==> config.mk <==
export PLATFORM = sky130hd
export DESIGN_NAME = rbr_ring_manager
export DESIGN_NICKNAME = d
export VERILOG_FILES = /design/src/rbr_pkg.sv /design/src/rbr_ring_manager.sv /design/src/rbr_page_link.sv
export VERILOG_INCLUDE_DIRS = /design/src
export SDC_FILE = /design/constraint.sdc
export NUM_CORES = 1
export LEC_CHECK = 0
export ABC_AREA = 1
export BUFFER_PORTS_ARGS = -buffer_cell sky130_fd_sc_hd__clkbuf_2
export CORE_ASPECT_RATIO = 0.6
export CORE_UTILIZATION = 55
export DETAILED_ROUTE_END_ITERATION = 7
export HOLD_SLACK_MARGIN = 0.08
export PLACE_DENSITY = 0.8
export SLEW_MARGIN = 30
export SYNTH_ARGS = -nofsm -noshare
export SYNTH_HDL_FRONTEND = slang
export SYNTH_SLANG_ARGS = --single-unit
==> constraint.sdc <==
create_clock -name clk -period 4.3 [get_ports clk]
set_input_delay 0.86 -clock clk [delete_from_list [all_inputs] [get_ports clk]]
set_output_delay 0.86 -clock clk [all_outputs]
set_load 0.03 [all_outputs]
==> src/rbr_params.svh <==
`ifndef RBR_PARAMS_SVH
`define RBR_PARAMS_SVH

// ---------------------------------------------------------------
// Page and header layout
// ---------------------------------------------------------------
`define RBR_HDR_OFS 8'h04
`define RBR_PAGE_LAST 8'hFF
`define RBR_PAGE_BASE 8'h00
`define RBR_PAGE_STEP 8'h01
`define RBR_PAD_BYTE 8'h00
`define RBR_HDR_WORDS 2'h1
`define RBR_HDR_BYTES 2'h3

// ---------------------------------------------------------------
// Modes and byte lanes
// ---------------------------------------------------------------
`define RBR_LB_NORMAL 2'b00
`define RBR_LANE_LO 2'b01
`define RBR_LANE_HI 2'b10
`define RBR_LANE_BOTH 2'b11

// ---------------------------------------------------------------
// Reset values and count increment
// ---------------------------------------------------------------
`define RBR_ADDR_RST 16'h0000
`define RBR_PAGE_RST 8'h00
`define RBR_CNT_ONE 16'h0001

`endif

==> src/rbr_pkg.sv <==
package rbr_pkg;

    typedef enum logic [1:0] {ST_IDLE, ST_RECV, ST_DROP, ST_HDR} rbr_state_t;

endpackage : rbr_pkg

==> src/rbr_ring_manager.sv <==
`timescale 1ns/1ps
`include "rbr_params.svh"

// Contract
// - A full page continues into the very next page, never skipping.
// - Next page equal to ring limit is replaced by ring first page.
// - Next page equal to read pointer aborts the frame.
// - Otherwise the next page is used for the rest of the frame.
// - Ring overflow sets the overwrite warning flag.
// - After halt, a frame under way is finished before idling.
// - In loopback the receive DMA stays inactive; here a frame under way runs on, and a dropped frame raises rx_active.
// - Accepted frame: header at first page, then write pointer loads next.
// - Unused tail of last page is dropped; next frame page-aligned.
// - Bad frames rewind to write pointer unless accepting bad frames.
// - Received check sequence is stored right after the last data byte.
// - Frame removal done advances read pointer; host may write it too.
// - 8-bit mode header: status, next pointer, count low, count high.
// - 16-bit mode: next pointer high lane; byte order swaps data lanes.
// - Each frame starts four bytes into the write pointer page.
module rbr_ring_manager
    import rbr_pkg::*;
(
    input wire logic clk,
    input wire logic rst_n,
    input wire logic halt_command_bit,
    input wire logic [1:0] loopback_mode,
    input wire logic byte_order_select,
    input wire logic word_width_select,
    input wire logic accept_bad_frames,
    input wire logic [7:0] ring_first_page,
    input wire logic [7:0] ring_limit_page,
    input wire logic wr_ptr_load,
    input wire logic [7:0] wr_ptr_value,
    input wire logic rd_ptr_load,
    input wire logic [7:0] rd_ptr_value,
    input wire logic remove_done,
    input wire logic [7:0] remove_next_page,
    input wire logic ovw_clear,
    input wire logic rx_valid,
    input wire logic [7:0] rx_data,
    input wire logic rx_end,
    input wire logic [7:0] rx_status,
    input wire logic rx_runt,
    input wire logic rx_crc_err,
    input wire logic rx_align_err,
    output logic mem_we,
    output logic [15:0] mem_addr,
    output logic [15:0] mem_wdata,
    output logic [1:0] mem_be,
    output logic [7:0] ring_write_pointer,
    output logic [7:0] ring_read_pointer,
    output logic overwrite_warning_flag,
    output logic rx_active
);
    rbr_state_t st_q;
    logic [15:0] ptr_q;
    logic [15:0] cnt_q;
    logic [7:0] wp_q;
    logic [7:0] rp_q;
    logic [7:0] nxt_q;
    logic [7:0] stat_q;
    logic [1:0] idx_q;
    logic ovw_q;
    logic act_q;
    logic we_q;
    logic [15:0] addr_q;
    logic [15:0] wdata_q;
    logic [1:0] be_q;
    logic [7:0] link_page;
    logic link_hit;
    logic rx_en;
    logic start_ok;
    logic fire;
    logic at_last;
    logic abort;
    logic bad;
    logic hdr_last;
    logic [7:0] hdr_byte;
    logic [15:0] cur_addr;

    // ---------------------------------------------------------------
    // Qualifiers
    // ---------------------------------------------------------------
    assign rx_en = !halt_command_bit
                && loopback_mode == `RBR_LB_NORMAL;
    assign start_ok = st_q == ST_IDLE && rx_en;
    assign fire = rx_valid && (st_q == ST_RECV || start_ok);
    // Idle starts from the write pointer, so a frame that follows at once
    // never inherits the address left behind by the previous frame
    assign cur_addr = (st_q == ST_IDLE) ? {wp_q, `RBR_HDR_OFS}
                                        : ptr_q;
    assign at_last = cur_addr[7:0] == `RBR_PAGE_LAST;
    assign abort = fire && at_last && link_hit;
    assign bad = (rx_runt || rx_crc_err || rx_align_err)
              && !accept_bad_frames;
    assign hdr_last = idx_q == (word_width_select ? `RBR_HDR_WORDS
                                                  : `RBR_HDR_BYTES);

    rbr_page_link u_link (
        .page(cur_addr[15:8]),
        .ring_limit_page(ring_limit_page),
        .ring_first_page(ring_first_page),
        .ring_read_pointer(rp_q),
        .next_page(link_page),
        .hits_read(link_hit)
    );

    // ---------------------------------------------------------------
    // Frame sequencer
    // ---------------------------------------------------------------
    // Halt or loopback only block a new start; a frame under way runs on
    always_ff @(posedge clk)
    begin
        if (!rst_n)
            st_q <= ST_IDLE;
        else
            unique case (st_q)
                ST_IDLE:
                    if (rx_valid)
                        st_q <= rx_en ? ST_RECV : ST_DROP;
                ST_RECV:
                    if (abort)
                        st_q <= ST_DROP;
                    else if (rx_end)
                        st_q <= bad ? ST_IDLE : ST_HDR;
                ST_DROP:
                    if (rx_end)
                        st_q <= ST_IDLE;
                ST_HDR:
                    if (hdr_last)
                        st_q <= ST_IDLE;
            endcase
    end

    // ---------------------------------------------------------------
    // Local DMA address
    // ---------------------------------------------------------------
    // Idle tracks the write pointer, so a reject rewinds for free
    always_ff @(posedge clk)
    begin
        if (!rst_n)
            ptr_q <= `RBR_ADDR_RST;
        else if (st_q == ST_IDLE && !fire)
            ptr_q <= {wp_q, `RBR_HDR_OFS};
        else if (fire && !abort)
        begin
            if (at_last)
                ptr_q <= {link_page, `RBR_PAGE_BASE};
            else
                ptr_q <= cur_addr + `RBR_CNT_ONE;
        end
    end

    // Check sequence bytes arrive in the stream and are stored in turn
    always_ff @(posedge clk)
    begin
        if (!rst_n)
            cnt_q <= `RBR_ADDR_RST;
        else if (fire)
            cnt_q <= (st_q == ST_IDLE ? `RBR_ADDR_RST : cnt_q)
                   + `RBR_CNT_ONE;
    end

    always_ff @(posedge clk)
    begin
        if (!rst_n)
        begin
            nxt_q <= `RBR_PAGE_RST;
            stat_q <= `RBR_PAD_BYTE;
        end
        else if (st_q == ST_RECV && rx_end)
        begin
            stat_q <= rx_status;
            nxt_q <= (ptr_q[7:0] == `RBR_PAGE_BASE) ? ptr_q[15:8]
                                                   : link_page;
        end
    end

    always_ff @(posedge clk)
    begin
        if (!rst_n || st_q != ST_HDR)
            idx_q <= 2'h0;
        else
            idx_q <= idx_q + 2'h1;
    end

    // ---------------------------------------------------------------
    // Ring pointers and warning flag
    // ---------------------------------------------------------------
    always_ff @(posedge clk)
    begin
        if (!rst_n)
            wp_q <= `RBR_PAGE_RST;
        else if (st_q == ST_HDR && hdr_last)
            wp_q <= nxt_q;
        else if (wr_ptr_load)
            wp_q <= wr_ptr_value;
    end

    always_ff @(posedge clk)
    begin
        if (!rst_n)
            rp_q <= `RBR_PAGE_RST;
        else if (remove_done)
            rp_q <= remove_next_page;
        else if (rd_ptr_load)
            rp_q <= rd_ptr_value;
    end

    // Set beats clear so an overflow is never lost
    always_ff @(posedge clk)
    begin
        if (!rst_n)
            ovw_q <= 1'b0;
        else if (abort)
            ovw_q <= 1'b1;
        else if (ovw_clear)
            ovw_q <= 1'b0;
    end

    always_ff @(posedge clk)
    begin
        if (!rst_n)
            act_q <= 1'b0;
        else
            act_q <= st_q != ST_IDLE;
    end

    // ---------------------------------------------------------------
    // Buffer memory writes
    // ---------------------------------------------------------------
    always_comb
    begin
        unique case (idx_q)
            2'h0: hdr_byte = stat_q;
            2'h1: hdr_byte = nxt_q;
            2'h2: hdr_byte = cnt_q[7:0];
            2'h3: hdr_byte = cnt_q[15:8];
        endcase
    end

    always_ff @(posedge clk)
    begin
        if (!rst_n)
        begin
            we_q <= 1'b0;
            addr_q <= `RBR_ADDR_RST;
            wdata_q <= `RBR_ADDR_RST;
            be_q <= `RBR_LANE_LO;
        end
        else if (fire)
        begin
            we_q <= 1'b1;
            addr_q <= cur_addr;
            if (!word_width_select)
            begin
                wdata_q <= {`RBR_PAD_BYTE, rx_data};
                be_q <= `RBR_LANE_LO;
            end
            else
            begin
                wdata_q <= {rx_data, rx_data};
                be_q <= (cur_addr[0] ^ byte_order_select) ? `RBR_LANE_HI
                                                      : `RBR_LANE_LO;
            end
        end
        else if (st_q == ST_HDR)
        begin
            we_q <= 1'b1;
            if (word_width_select)
            begin
                // Count word keeps its lane order whatever the byte order
                addr_q <= {wp_q, 6'h00, idx_q[0], 1'b0};
                be_q <= `RBR_LANE_BOTH;
                wdata_q <= idx_q[0] ? cnt_q : {nxt_q, stat_q};
            end
            else
            begin
                addr_q <= {wp_q, 6'h00, idx_q};
                be_q <= `RBR_LANE_LO;
                wdata_q <= {`RBR_PAD_BYTE, hdr_byte};
            end
        end
        else
            we_q <= 1'b0;
    end

    assign mem_we = we_q;
    assign mem_addr = addr_q;
    assign mem_wdata = wdata_q;
    assign mem_be = be_q;
    assign ring_write_pointer = wp_q;
    assign ring_read_pointer = rp_q;
    assign overwrite_warning_flag = ovw_q;
    assign rx_active = act_q;
endmodule : rbr_ring_manager

==> src/rbr_page_link.sv <==
`timescale 1ns/1ps
`include "rbr_params.svh"

module rbr_page_link (
    input wire logic [7:0] page,
    input wire logic [7:0] ring_limit_page,
    input wire logic [7:0] ring_first_page,
    input wire logic [7:0] ring_read_pointer,
    output logic [7:0] next_page,
    output logic hits_read
);
    logic [7:0] inc_page;

    // ---------------------------------------------------------------
    // Page-number compares only; offsets never take part
    // ---------------------------------------------------------------
    assign inc_page = page + `RBR_PAGE_STEP;
    // Wrapped page is checked against the reader too
    assign next_page = (inc_page == ring_limit_page) ? ring_first_page
                                                     : inc_page;
    assign hits_read = next_page == ring_read_pointer;

endmodule : rbr_page_link

==> key figures, run 1 <==
Global routing
  – Total GRT Usage: 0.343
  – Grt met1 use: 0.520
  – Met3 Track Usage GR: 0.100
  – First-pass GRT wire length: 31.8 mm
  – Initial antenna violation count: 0
  – Largest net degree at the start of global routing: 46
  – Grt ovf: 0
  – Gr busiest metal: met1
  – Grt met2 use: 0.470
  – Vias in the first global route: 6,135

Clock network
  – Worst-Skew Late Latency: 0.35 ns
  – Worst-case clock buffer depth: 2
  – TritonCTS clock tree: built
  – Cts repair resizes: 0
  – H-tree depth: 3
  – Total CTS buffers: 9
  – Clk sinks: 105
  – Clock root cell: clkbuf_16
  – Hold_buf cts: 0
  – Post-CTS Setup Bufs: 0
  – Clk slew on worst S/H paths: 0.07 ns

Layout
  – Final #Nets: 1,162
  – Layout cell share with drive strength beyond 1: 0.179
  – Fin cells: 1,226
  – Area Overhead vs Synth: 15.9%
  – N_diodes: 0
  – Fin area: 7330 um2

Logic synthesis
  – Async SR Flop Fraction: 0
  – Sequential share of the synthesized area: 0.332
  – Most frequent cell after synthesis: nand2_1
  – Post-Syn Nets: 1,060
  – Ys flop type: dfxtp_1
  – Seq cells post-synth: 105
  – EDFF count, synth: 0
  – Post-synthesis cell area: 6320 um2
  – Syn avg cell area: 6.45 um2
  – Leading area contributor after synthesis: dfxtp_1
  – YS warnings: 0
  – Syn Inst Count: 980
  – Synth top area cells: dfxtp_1 (33%), nand2_1 (14%), inv_1 (6.6%)
  – Post-synth top cells: nand2_1 (243), inv_1 (112), dfxtp_1 (105), nor2_1 (95)
  – Synth top area share: 0.332
  – Synth cell types: 44

Timing
  – Final period util: 0.853
  – Sum Neg Setup Slack: 0 ns
  – # setup viols final: 0
  – Layout Skew: 0.0115 ns
  – Min cycle time layout: 3.67 ns
  – Fin. max-slew vios: 0
  – Worst hold slack: 0.464 ns
  – Hold violation count in the final report: 0
  – Fmax: 273 MHz
  – Tightest Pin Transition: 0.963 ns
  – Max transition margin: 0.358
  – RSZ-0062 raised after global routing: false

Floorplanning
  – I/O pin cnt: 126
  – Core area: 10,900 um2
  – DIE AREA: 11,900 um2
  – Die Wd: 140 um
  – # rows: 29
  – Die H: 85.1 um
  – Initial Utilization: 0.581

Placed design
  – Post-detail-place hpwl: 14.9 mm
  – RePlAce Congestion: 0.958
  – DP Area: 7010 um2
  – Placed instance count: 1,209
  – PortBufs: 125

Worst setup path
  – Reg-to-Reg Start: st_q[0]$_SDFFE_PN0P_
  – Setup Crit Path Kind: flip-flop to flip-flop
  – R2R cell count: 22
  – R2R Path End: ptr_q[14]$_SDFFE_PN0P_
  – R2R Setup Slk: 0.63 ns
  – Worst Setup Start Kind: flip-flop
  – CP required: 4.59 ns
  – Critical path arrival: 3.95 ns
  – Setup crit end kind: flip-flop
  – CP max FO: 19

Run
  – Maxcap violations: 0

Route
  – Via count: 7,122
  – ANT nets after route: 0
  – First-pass detailed-route iteration total: 6
  – Routed len/inst: 16.5 um
  – Initial DRC count: 941
  – WL final: 20.2 mm
  – # DRC: 0
  – Vias/cell: 5.81

Hold path
  – Worst Hold Endpoint: mem_addr[2]$_SDFFE_PN0P_
  – Hold_sp: mem_addr[2]$_SDFFE_PN0P_
  – Hold Path Cell Cnt: 2
  – Class of the worst hold path: flip-flop to flip-flop

Power
  – LEAKAGE: 3.14 nW
  – Pwr Density: 489 nW/um2
  – Worst vdd ir: 0.262 mV

Status
  – Status: finished, final reports clean
## stage by stage
| stage | utilization | power [W] | setup WS, ns |
|---|---|---|---|
| after CTS | 0.673 | 0.00353 | 0.561 |
| after detailed placement | 0.644 | 0.00267 | 0.597 |
| after global placement | 0.644 | 0.00265 | 0.695 |
| after global routing | 0.673 | 0.00376 | 0.187 |
| final | 0.673 | 0.00358 | 0.632 |
| after floorplan | - | 0.00229 | 1.21 |
## final cells by class
class	instances	area, um2
Inverter	121	454
Multi-Input combinational cell	709	3570
Fill cell	1005	3560
Sequential cell	105	2100
Tap cell	139	174
Clock inverter	6	72.6
Clock buffer	10	239
Timing Repair Buffer	136	721
## where the power goes
group	internal, W	switching, W	total (W)
Clock	0.000476	0.000392	0.000869
Sequential	0.00110	0.000115	0.00122
Combinational	0.000414	0.00108	0.00150
Total	0.00199	0.00159	0.00358
## sequential cells by signal, summed over array words and instances, names as in the netlist, 8 cells and up
signal / count
ptr_q: 16
cnt_q: 16
ring_read_pointer: 8
mem_wdata: 16
stat_q: 8
mem_addr: 16
ring_write_pointer: 8
nxt_q: 8
## how the worst max path moves through the flow
stage / start / endpoint / slack (ns)
2_1_floorplan: st_q[0]$_SDFFE_PN0P_ / ptr_q[2]$_SDFFE_PN0P_ / 1.21
3_3_place_gp: st_q[0]$_SDFFE_PN0P_ / ptr_q[14]$_SDFFE_PN0P_ / 0.69
3_5_place_dp: st_q[0]$_SDFFE_PN0P_ / ptr_q[14]$_SDFFE_PN0P_ / 0.60
4_1_cts: st_q[0]$_SDFFE_PN0P_ / ptr_q[2]$_SDFFE_PN0P_ / 0.56
5_1_grt: st_q[1]$_SDFFE_PN0P_ / ptr_q[2]$_SDFFE_PN0P_ / 0.19
6_report: st_q[0]$_SDFFE_PN0P_ / ptr_q[14]$_SDFFE_PN0P_ / 0.63
## cell families after synthesis
family / synth area share
simple gates: 0.346
flops: 0.332
compound gates: 0.199
fa+ha+maj: 0.0138
xor+xnor: 0.00416
buf+inv: 0.104
## worst max-delay path, stage by stage, from the launching register on
cell	delay (ns)
dfxtp_1	0.51
inv_2	0.11
nand2_4	0.20
nand2_1	0.13
inv_1	0.18
ha_1	0.17
inv_1	0.06
nor4_1	0.34
inv_1	0.12
nor3_1	0.15
inv_1	0.08
nor2_1	0.09
buf_4	0.18
inv_1	0.07
nor2_1	0.09
nand2_1	0.06
inv_1	0.04
nand2_1	0.05
nor2_2	0.14
nand3_4	0.23
nand2_4	0.28
nand3_1	0.13
a21oi_1	0.16
## placed cells by master, fill, tap and decap left out, types with 6 or more instances in the layout
cell / instances
nand2_1: 243
clkbuf_2: 125
inv_1: 111
dfxtp_1: 105
nor2_1: 95
o21ai_0: 72
a21oi_1: 72
nand3_1: 67
o211ai_1: 18
nand4_1: 15
nor3_1: 15
a31oi_1: 13
buf_4: 10
clkbuf_16: 9
nand2_4: 8
a211oi_1: 8
o221ai_1: 8
nand2_2: 7
nor4_1: 7
ha_1: 7
nor2_4: 6
inv_2: 6
nor2_2: 6
o22ai_1: 6
## per-layer routing
layer	wire length, um	up-vias	share of wire
met4	187	0	0.0093
met1	9380	3196	0.46
met2	7720	457	0.38
met3	2920	24	0.14
met5	0	-	0
li1	-	3445	-
Note: power is estimated with default switching activity, not from simulation.
==> inputs of run 2 (changes only) <==
--- a/config.mk
+++ b/config.mk
@@ -9,10 +9,9 @@
 export ABC_AREA = 1
 export BUFFER_PORTS_ARGS = -buffer_cell sky130_fd_sc_hd__clkbuf_2
 export CORE_ASPECT_RATIO = 0.6
-export CORE_UTILIZATION = 55
+export CORE_UTILIZATION = 41
 export DETAILED_ROUTE_END_ITERATION = 7
 export HOLD_SLACK_MARGIN = 0.08
-export PLACE_DENSITY = 0.8
 export SLEW_MARGIN = 30
 export SYNTH_ARGS = -nofsm -noshare
 export SYNTH_HDL_FRONTEND = slang
==> run 2 against run 1 <==
Against the previous run:
- setup slack got worse by 0.16 ns
- clock power fell by 5.5%
- critical path type unchanged
- maximum frequency fell by 4.2%
- highest routed layer unchanged
- global-route usage fell by 6.4 points
- combinational power barely moved
- hold slack barely moved
- final cell count rose by 4.9%
- clock skew fell by 0.0018 ns
- register-to-register slack got worse by 0.16 ns
- wire length rose by 6.9%
==> key figures, run 2 (same netlist as run 1, synthesis figures left out) <==
Status
  – Status: finished, final reports clean

Global routing
  – Initial antenna violation count: 0 (unchanged)
  – Vias in the first global route: 6,076 (-0.96%)
  – Grt met2 use: 0.330 (-0.140)
  – First-pass GRT wire length: 34.5 mm (+8.4%)
  – Met3 Track Usage GR: 0.0726 (-0.0278)
  – Grt ovf: 0 (unchanged)
  – Total GRT Usage: 0.279 (-0.0640)
  – Largest net degree at the start of global routing: 54 (+17%)
  – Grt met1 use: 0.476 (-0.0444)
  – Gr busiest metal: met1

Floorplanning
  – I/O pin cnt: 126 (unchanged)
  – Die Wd: 162 um (+16%)
  – # rows: 34 (+17%)
  – Die H: 98.2 um (+15%)
  – DIE AREA: 15,900 um2 (+33%)
  – Initial Utilization: 0.428 (-0.153)
  – Core area: 14,800 um2 (+36%)

Power
  – Seq pwr share: 0.344 (+0.005)
  – LEAKAGE: 3.13 nW (-0.18%)
  – Tot Pwr: 0.00354 W (-1.1%)
  – Comb pwr share: 0.425 (+0.007)
  – Internal power: 0.00195 W (-2.0%)
  – Switching part of the total power: 0.449 (+0.00484)
  – Sw power: 0.00159 W (about the same)
  – Worst vdd ir: 0.315 mV (+20%)
  – Clock power share: 0.232 (-0.010)
  – Pwr Density: 479 nW/um2 (-1.9%)

Worst setup path
  – Origin of the worst setup path: st_q[1]$_SDFFE_PN0P_
  – CP max FO: 18 (-1)
  – R2R Path End: st_q[0]$_SDFFE_PN0P_
  – R2R cell count: 24 (+9.1%)
  – Setup Crit Path Kind: flip-flop to flip-flop
  – CP required: 4.58 ns (about the same)
  – Critical path arrival: 4.11 ns (+0.16 ns)
  – Crit path capture: st_q[0]$_SDFFE_PN0P_
  – Setup crit end kind: flip-flop
  – R2R Setup Slk: 0.47 ns (-0.16 ns)
  – Reg-to-Reg Start: st_q[1]$_SDFFE_PN0P_
  – Worst Setup Start Kind: flip-flop

Layout
  – Final #Nets: 1,163 (+0.086%)
  – Area Overhead vs Synth: 16.9%
  – Commonest non-fill, non-tap cell in the layout: nand2_1
  – N_diodes: 0 (unchanged)
  – Most frequent cells in the layout: nand2_1 (243), clkbuf_2 (125), inv_1 (111)
  – Layout cell share with drive strength beyond 1: 0.181 (+0.00167)

Route
  – First-pass detailed-route iteration total: 5 (-1)
  – Vias/cell: 5.39 (-7.2%)
  – WL final: 21.6 mm (+6.9%)
  – Routed len/inst: 16.8 um (+1.9%)
  – Initial DRC count: 756 (-20%)
  – # DRC: 0 (unchanged)
  – Via count: 6,929 (-2.7%)
  – ANT nets after route: 0 (unchanged)

Timing
  – RSZ-0062 raised after global routing: false
  – Layout Skew: 0.00967 ns (-0.00185 ns)
  – Max transition margin: 0.388 (+0.0301)
  – # setup viols final: 0 (unchanged)
  – Final period util: 0.890 (+0.0371)
  – Tightest Pin Transition: 0.917 ns (-0.0452 ns)
  – Fmax: 261 MHz (-4.2%)
  – Fin. max-slew vios: 0 (unchanged)
  – Hold violation count in the final report: 0 (unchanged)
  – Sum Neg Setup Slack: 0 ns (unchanged)
  – Min cycle time layout: 3.83 ns (+0.160 ns)

Clock network
  – Clk sinks: 105 (unchanged)
  – Worst-case clock buffer depth: 2 (unchanged)
  – Post-CTS Setup Bufs: 0 (unchanged)
  – Clock root cell: clkbuf_16
  – TritonCTS clock tree: built
  – H-tree depth: 3 (unchanged)
  – Clk slew on worst S/H paths: 0.07 ns (about the same)
  – Total CTS buffers: 9 (unchanged)
  – Worst-Skew Late Latency: 0.35 ns (about the same)

Run
  – Maxcap violations: 0 (unchanged)

Placed design
  – Post-detail-place hpwl: 16.2 mm (+9.0%)
  – RePlAce Congestion: 0.899 (-6.1%)
  – PortBufs: 125 (unchanged)

Hold path
  – Class of the worst hold path: flip-flop to flip-flop
  – Hold_sp: mem_addr[7]$_SDFFE_PN0P_
run 2: worst min-delay path by stage:
stage                                     to  slack, ns  cells after the start
floorplan              ptr_q[4]$_SDFFE_PP0P_       0.45                      2
global placement    mem_addr[6]$_SDFFE_PN0P_       0.45                      2
detailed placement  mem_addr[7]$_SDFFE_PN0P_       0.46                      2
CTS                 mem_addr[3]$_SDFFE_PN0P_       0.47                      2
global route        mem_addr[3]$_SDFFE_PN0P_       0.49                      2
finish              mem_addr[7]$_SDFFE_PN0P_       0.46                      2
run 2: power by group through the flow:
stage                     logic, W  registers, W  clock network, W
after CTS                  0.00147       0.00121          0.000831
after global placement     0.00148       0.00124                 0
after detailed placement   0.00147       0.00123                 0
after floorplan           0.000959       0.00133                 0
after global routing       0.00166       0.00123          0.000869
final                      0.00151       0.00122          0.000821
run 2: timing repair:
| action | in CTS | in global routing |
|---|---|---|
| setup endpoints to repair | 0 | 4 |
| resized for setup | 0 | 1 |
| hold buffers | 0 | 0 |
run 2: final cells by class:
cell class,instances,area [um2]
fillers,1530,7370
well taps,198,248
multi-input cells,708,3570
repair buffers,138,723
flip-flops and latches,105,2100
clock buffers,11,253
inverters,121,454
clock inverters,5,38.8
run 2: stage by stage:
stage | hold slack, ns | setup slack (ns) | instance area, um2 | std cells | util
3_5_place_dp | 0.458 | 0.535 | 7090 | 1270 | 0.480
6_report | 0.465 | 0.473 | 7390 | 1286 | 0.501
4_1_cts | 0.468 | 0.492 | 7380 | 1286 | 0.500
5_1_grt | 0.485 | 0.0338 | 7390 | 1286 | 0.501
3_3_place_gp | 0.451 | 0.431 | 7090 | 1270 | 0.480
2_1_floorplan | 0.449 | 1.21 | 6320 | 980 | -
run 2: worst max-delay path, stage by stage (launching register included):
cell,delay (ns)
dfxtp_1,0.48
inv_2,0.09
nand2_4,0.20
nand2_1,0.13
inv_1,0.13
ha_1,0.15
inv_1,0.05
nor4_1,0.34
inv_1,0.13
nor3_1,0.14
inv_1,0.07
nor2_1,0.09
buf_4,0.19
inv_1,0.22
nor2_1,0.22
nand2_1,0.07
inv_1,0.05
nand2_1,0.05
nor2_2,0.15
nand3_4,0.27
nand2_1,0.17
nand2_1,0.10
nand2_1,0.07
nand2_1,0.04
nor2_1,0.11
run 2: routing by layer:
metal  part of all wire  wire, um
met5                  0         0
met4             0.0060       130
met3               0.12      2590
met2               0.35      7510
met1               0.53     11400
==> inputs of run 3 (changes only) <==
==> constraint.sdc (replaced) <==
create_clock -name clk -period 3.8 [get_ports clk]
set_input_delay 0.76 -clock clk [delete_from_list [all_inputs] [get_ports clk]]
set_output_delay 0.76 -clock clk [all_outputs]
set_load 0.03 [all_outputs]
==> run 3 against run 2 <==
Against the previous run:
- non-clock buffer count up 12
- first-iteration DRC count down 2.1%
- maximum frequency up 9.1%
- global-route usage up 0.32 points
- setup slack worse by 0.18 ns
- wire length up 3.3%
- final cell count up 1.0%
- die area unchanged
- total power up 15%
- critical endpoint is now ptr_q[10]$_SDFFE_PN0P_
==> key figures, run 3 (same netlist as run 1, synthesis figures left out) <==
Status
  – Status: finished, final reports clean

Clock network
  – Clk sinks: 105 (unchanged)
  – Hold_buf cts: 0 (unchanged)
  – Total CTS buffers: 9 (unchanged)
  – Clk slew on worst S/H paths: 0.08 ns (about the same)
  – H-tree depth: 3 (unchanged)
  – Worst-case clock buffer depth: 2 (unchanged)
  – TritonCTS clock tree: built
  – Worst-Skew Late Latency: 0.36 ns (about the same)
  – Clock root cell: clkbuf_16

Route
  – Initial DRC count: 740 (-2.1%)
  – # DRC: 0 (unchanged)
  – Routed len/inst: 17.2 um (+2.3%)
  – ANT nets after route: 0 (unchanged)
  – Via count: 7,014 (+1.2%)
  – WL final: 22.3 mm (+3.3%)
  – First-pass detailed-route iteration total: 5 (unchanged)
  – Vias/cell: 5.40 (+0.21%)

Run
  – Maxcap violations: 0 (unchanged)

Worst setup path
  – CP bufs+invs: 3 (-5)
  – CP delay by family, top: simple AND/OR/NAND/NOR gates
  – Slowest cell on crit path: dfxtp_2
  – Critical path arrival: 3.74 ns (-0.37 ns)
  – Setup Crit Path Kind: flip-flop to flip-flop
  – Critical path cell sequence: nor2_4 -> nand2_1 -> nand2_2 -> ha_1 -> nand3_2 -> nor2_2 -> nand2_1 -> nand2_1 -> nand2_1 -> nor2_1 -> nor2_4 -> nand3_4 -> nand2_1 -> nand3_1 -> nand2_1 -> inv_1 -> nand2_1 -> nor2_2 -> nand3_4 -> buf_4 -> nand3_1 -> nand2_1 -> inv_1 -> a21oi_1
  – Worst Setup Start Kind: flip-flop
  – CP required: 4.03 ns (-0.55 ns)
  – Setup crit end kind: flip-flop
  – Most used cell, CP: nand2_1
  – CP max stage delay: 0.36 ns (-0.12 ns)
  – CP max FO: 10 (-8)

Power
  – Sw power: 0.00185 W (+16%)
  – Switching part of the total power: 0.455 (+0.00634)
  – Pwr Density: 541 nW/um2 (+13%)
  – Tot Pwr: 0.00406 W (+15%)
  – Seq pwr share: 0.340 (-0.004)
  – Internal power: 0.00221 W (+13%)
  – Comb pwr share: 0.434 (+0.009)
  – Clock power share: 0.227 (-0.005)
  – Worst vdd ir: 0.268 mV (-15%)
  – LEAKAGE: 3.19 nW (+1.8%)

Layout
  – Commonest non-fill, non-tap cell in the layout: nand2_1
  – Final #Nets: 1,176 (+1.1%)
  – Final Core Density: 0.509 (+0.00805)
  – Layout cell share with drive strength beyond 1: 0.192 (+0.0106)
  – N_diodes: 0 (unchanged)
  – Fin cells: 1,299 (+1.0%)
  – Area Overhead vs Synth: 18.8%
  – Most frequent cells in the layout: nand2_1 (243), clkbuf_2 (125), inv_1 (111)

Timing
  – Fmax: 285 MHz (+9.1%)
  – Fin. max-slew vios: 0 (unchanged)
  – Tightest Pin Transition: 0.788 ns (-0.129 ns)
  – Min cycle time layout: 3.51 ns (-0.321 ns)
  – # setup viols final: 0 (unchanged)
  – Max transition margin: 0.473 (+0.0851)
  – Layout Skew: 0.00624 ns (-0.00343 ns)
  – Final period util: 0.923 (+0.0327)
  – Hold violation count in the final report: 0 (unchanged)

Global routing
  – First-pass GRT wire length: 34.5 mm (+0.10%)
  – Initial antenna violation count: 0 (unchanged)
  – Vias in the first global route: 6,078 (+0.033%)
  – Grt ovf: 0 (unchanged)
  – Largest net degree at the start of global routing: 54 (unchanged)
  – Total GRT Usage: 0.283 (+0.00316)

Floorplanning
  – I/O pin cnt: 126 (unchanged)
  – # rows: 34 (unchanged)
  – Die Wd: 162 um (unchanged)
  – DIE AREA: 15,900 um2 (unchanged)
  – Core area: 14,800 um2 (unchanged)
  – Die H: 98.2 um (unchanged)
  – Initial Utilization: 0.428 (unchanged)

Hold path
  – Class of the worst hold path: flip-flop to flip-flop

Placed design
  – RePlAce Congestion: 0.923 (+2.7%)
  – PortBufs: 125 (unchanged)
  – Placed instance count: 1,278 (+0.63%)
  – Post-detail-place hpwl: 16.5 mm (+1.9%)
## run 3: repair_timing
item / in CTS / in global routing
gates resized for setup: 0 / 4
setup buffers: 0 / 4
endpoints found under the setup margin: 0 / 18
## run 3: worst register-to-register path, delay by kind of cell (launching register included)
kind	cells	cell delay, ns
adders and majority gates	1	0.21
AOI/OAI and AO/OA	1	0.05
DFF	1	0.36
buffers and inverters	3	0.33
and+or+nand+nor	19	2.41
## run 3: cell type report
| cell class | count | area, um2 |
|---|---|---|
| Clock inverter | 7 | 55.1 |
| Inverter | 121 | 454 |
| Tap cell | 198 | 248 |
| Timing Repair Buffer | 150 | 838 |
| Multi-Input combinational cell | 709 | 3580 |
| Fill cell | 1500 | 7250 |
| Clock buffer | 9 | 225 |
| Sequential cell | 105 | 2100 |
## run 3: layer usage
layer  track usage  vias up  wire length [um]
met5             0        -                 0
met4        0.0522        0               188
met3        0.0782       18              2400
met2         0.341      329              7950
met1         0.469     3176             11800
li1              -     3491                 -
## run 3: power groups by stage
stage / clock network [W] / registers (W) / logic [W]
after floorplan: 0 / 0.00151 / 0.00108
after global placement: 0 / 0.00140 / 0.00171
after detailed placement: 0 / 0.00139 / 0.00171
after CTS: 0.000937 / 0.00137 / 0.00171
after global routing: 0.000992 / 0.00139 / 0.00194
final: 0.000921 / 0.00138 / 0.00176
## run 3: stage by stage
| step | hold WS [ns] | setup WS [ns] | setup TNS [ns] | area, um2 |
|---|---|---|---|---|
| after floorplan | 0.449 | 0.714 | 0 | 6320 |
| after global placement | 0.452 | 0.395 | 0 | 7170 |
| after detailed placement | 0.455 | 0.298 | 0 | 7170 |
| after CTS | 0.466 | 0.272 | 0 | 7450 |
| after global routing | 0.477 | -0.0263 | -0.0731 | 7510 |
| final | 0.463 | 0.293 | 0 | 7510 |
## run 3: worst paths after layout
kind	start	end	slack, ns	depth (start not counted)
max	st_q[0]$_SDFFE_PN0P_	ptr_q[10]$_SDFFE_PN0P_	0.29	24
min reg2reg	mem_addr[6]$_SDFFE_PN0P_	mem_addr[6]$_SDFFE_PN0P_	0.46	2
min	mem_addr[6]$_SDFFE_PN0P_	mem_addr[6]$_SDFFE_PN0P_	0.46	2
max reg2reg	st_q[0]$_SDFFE_PN0P_	ptr_q[10]$_SDFFE_PN0P_	0.29	24
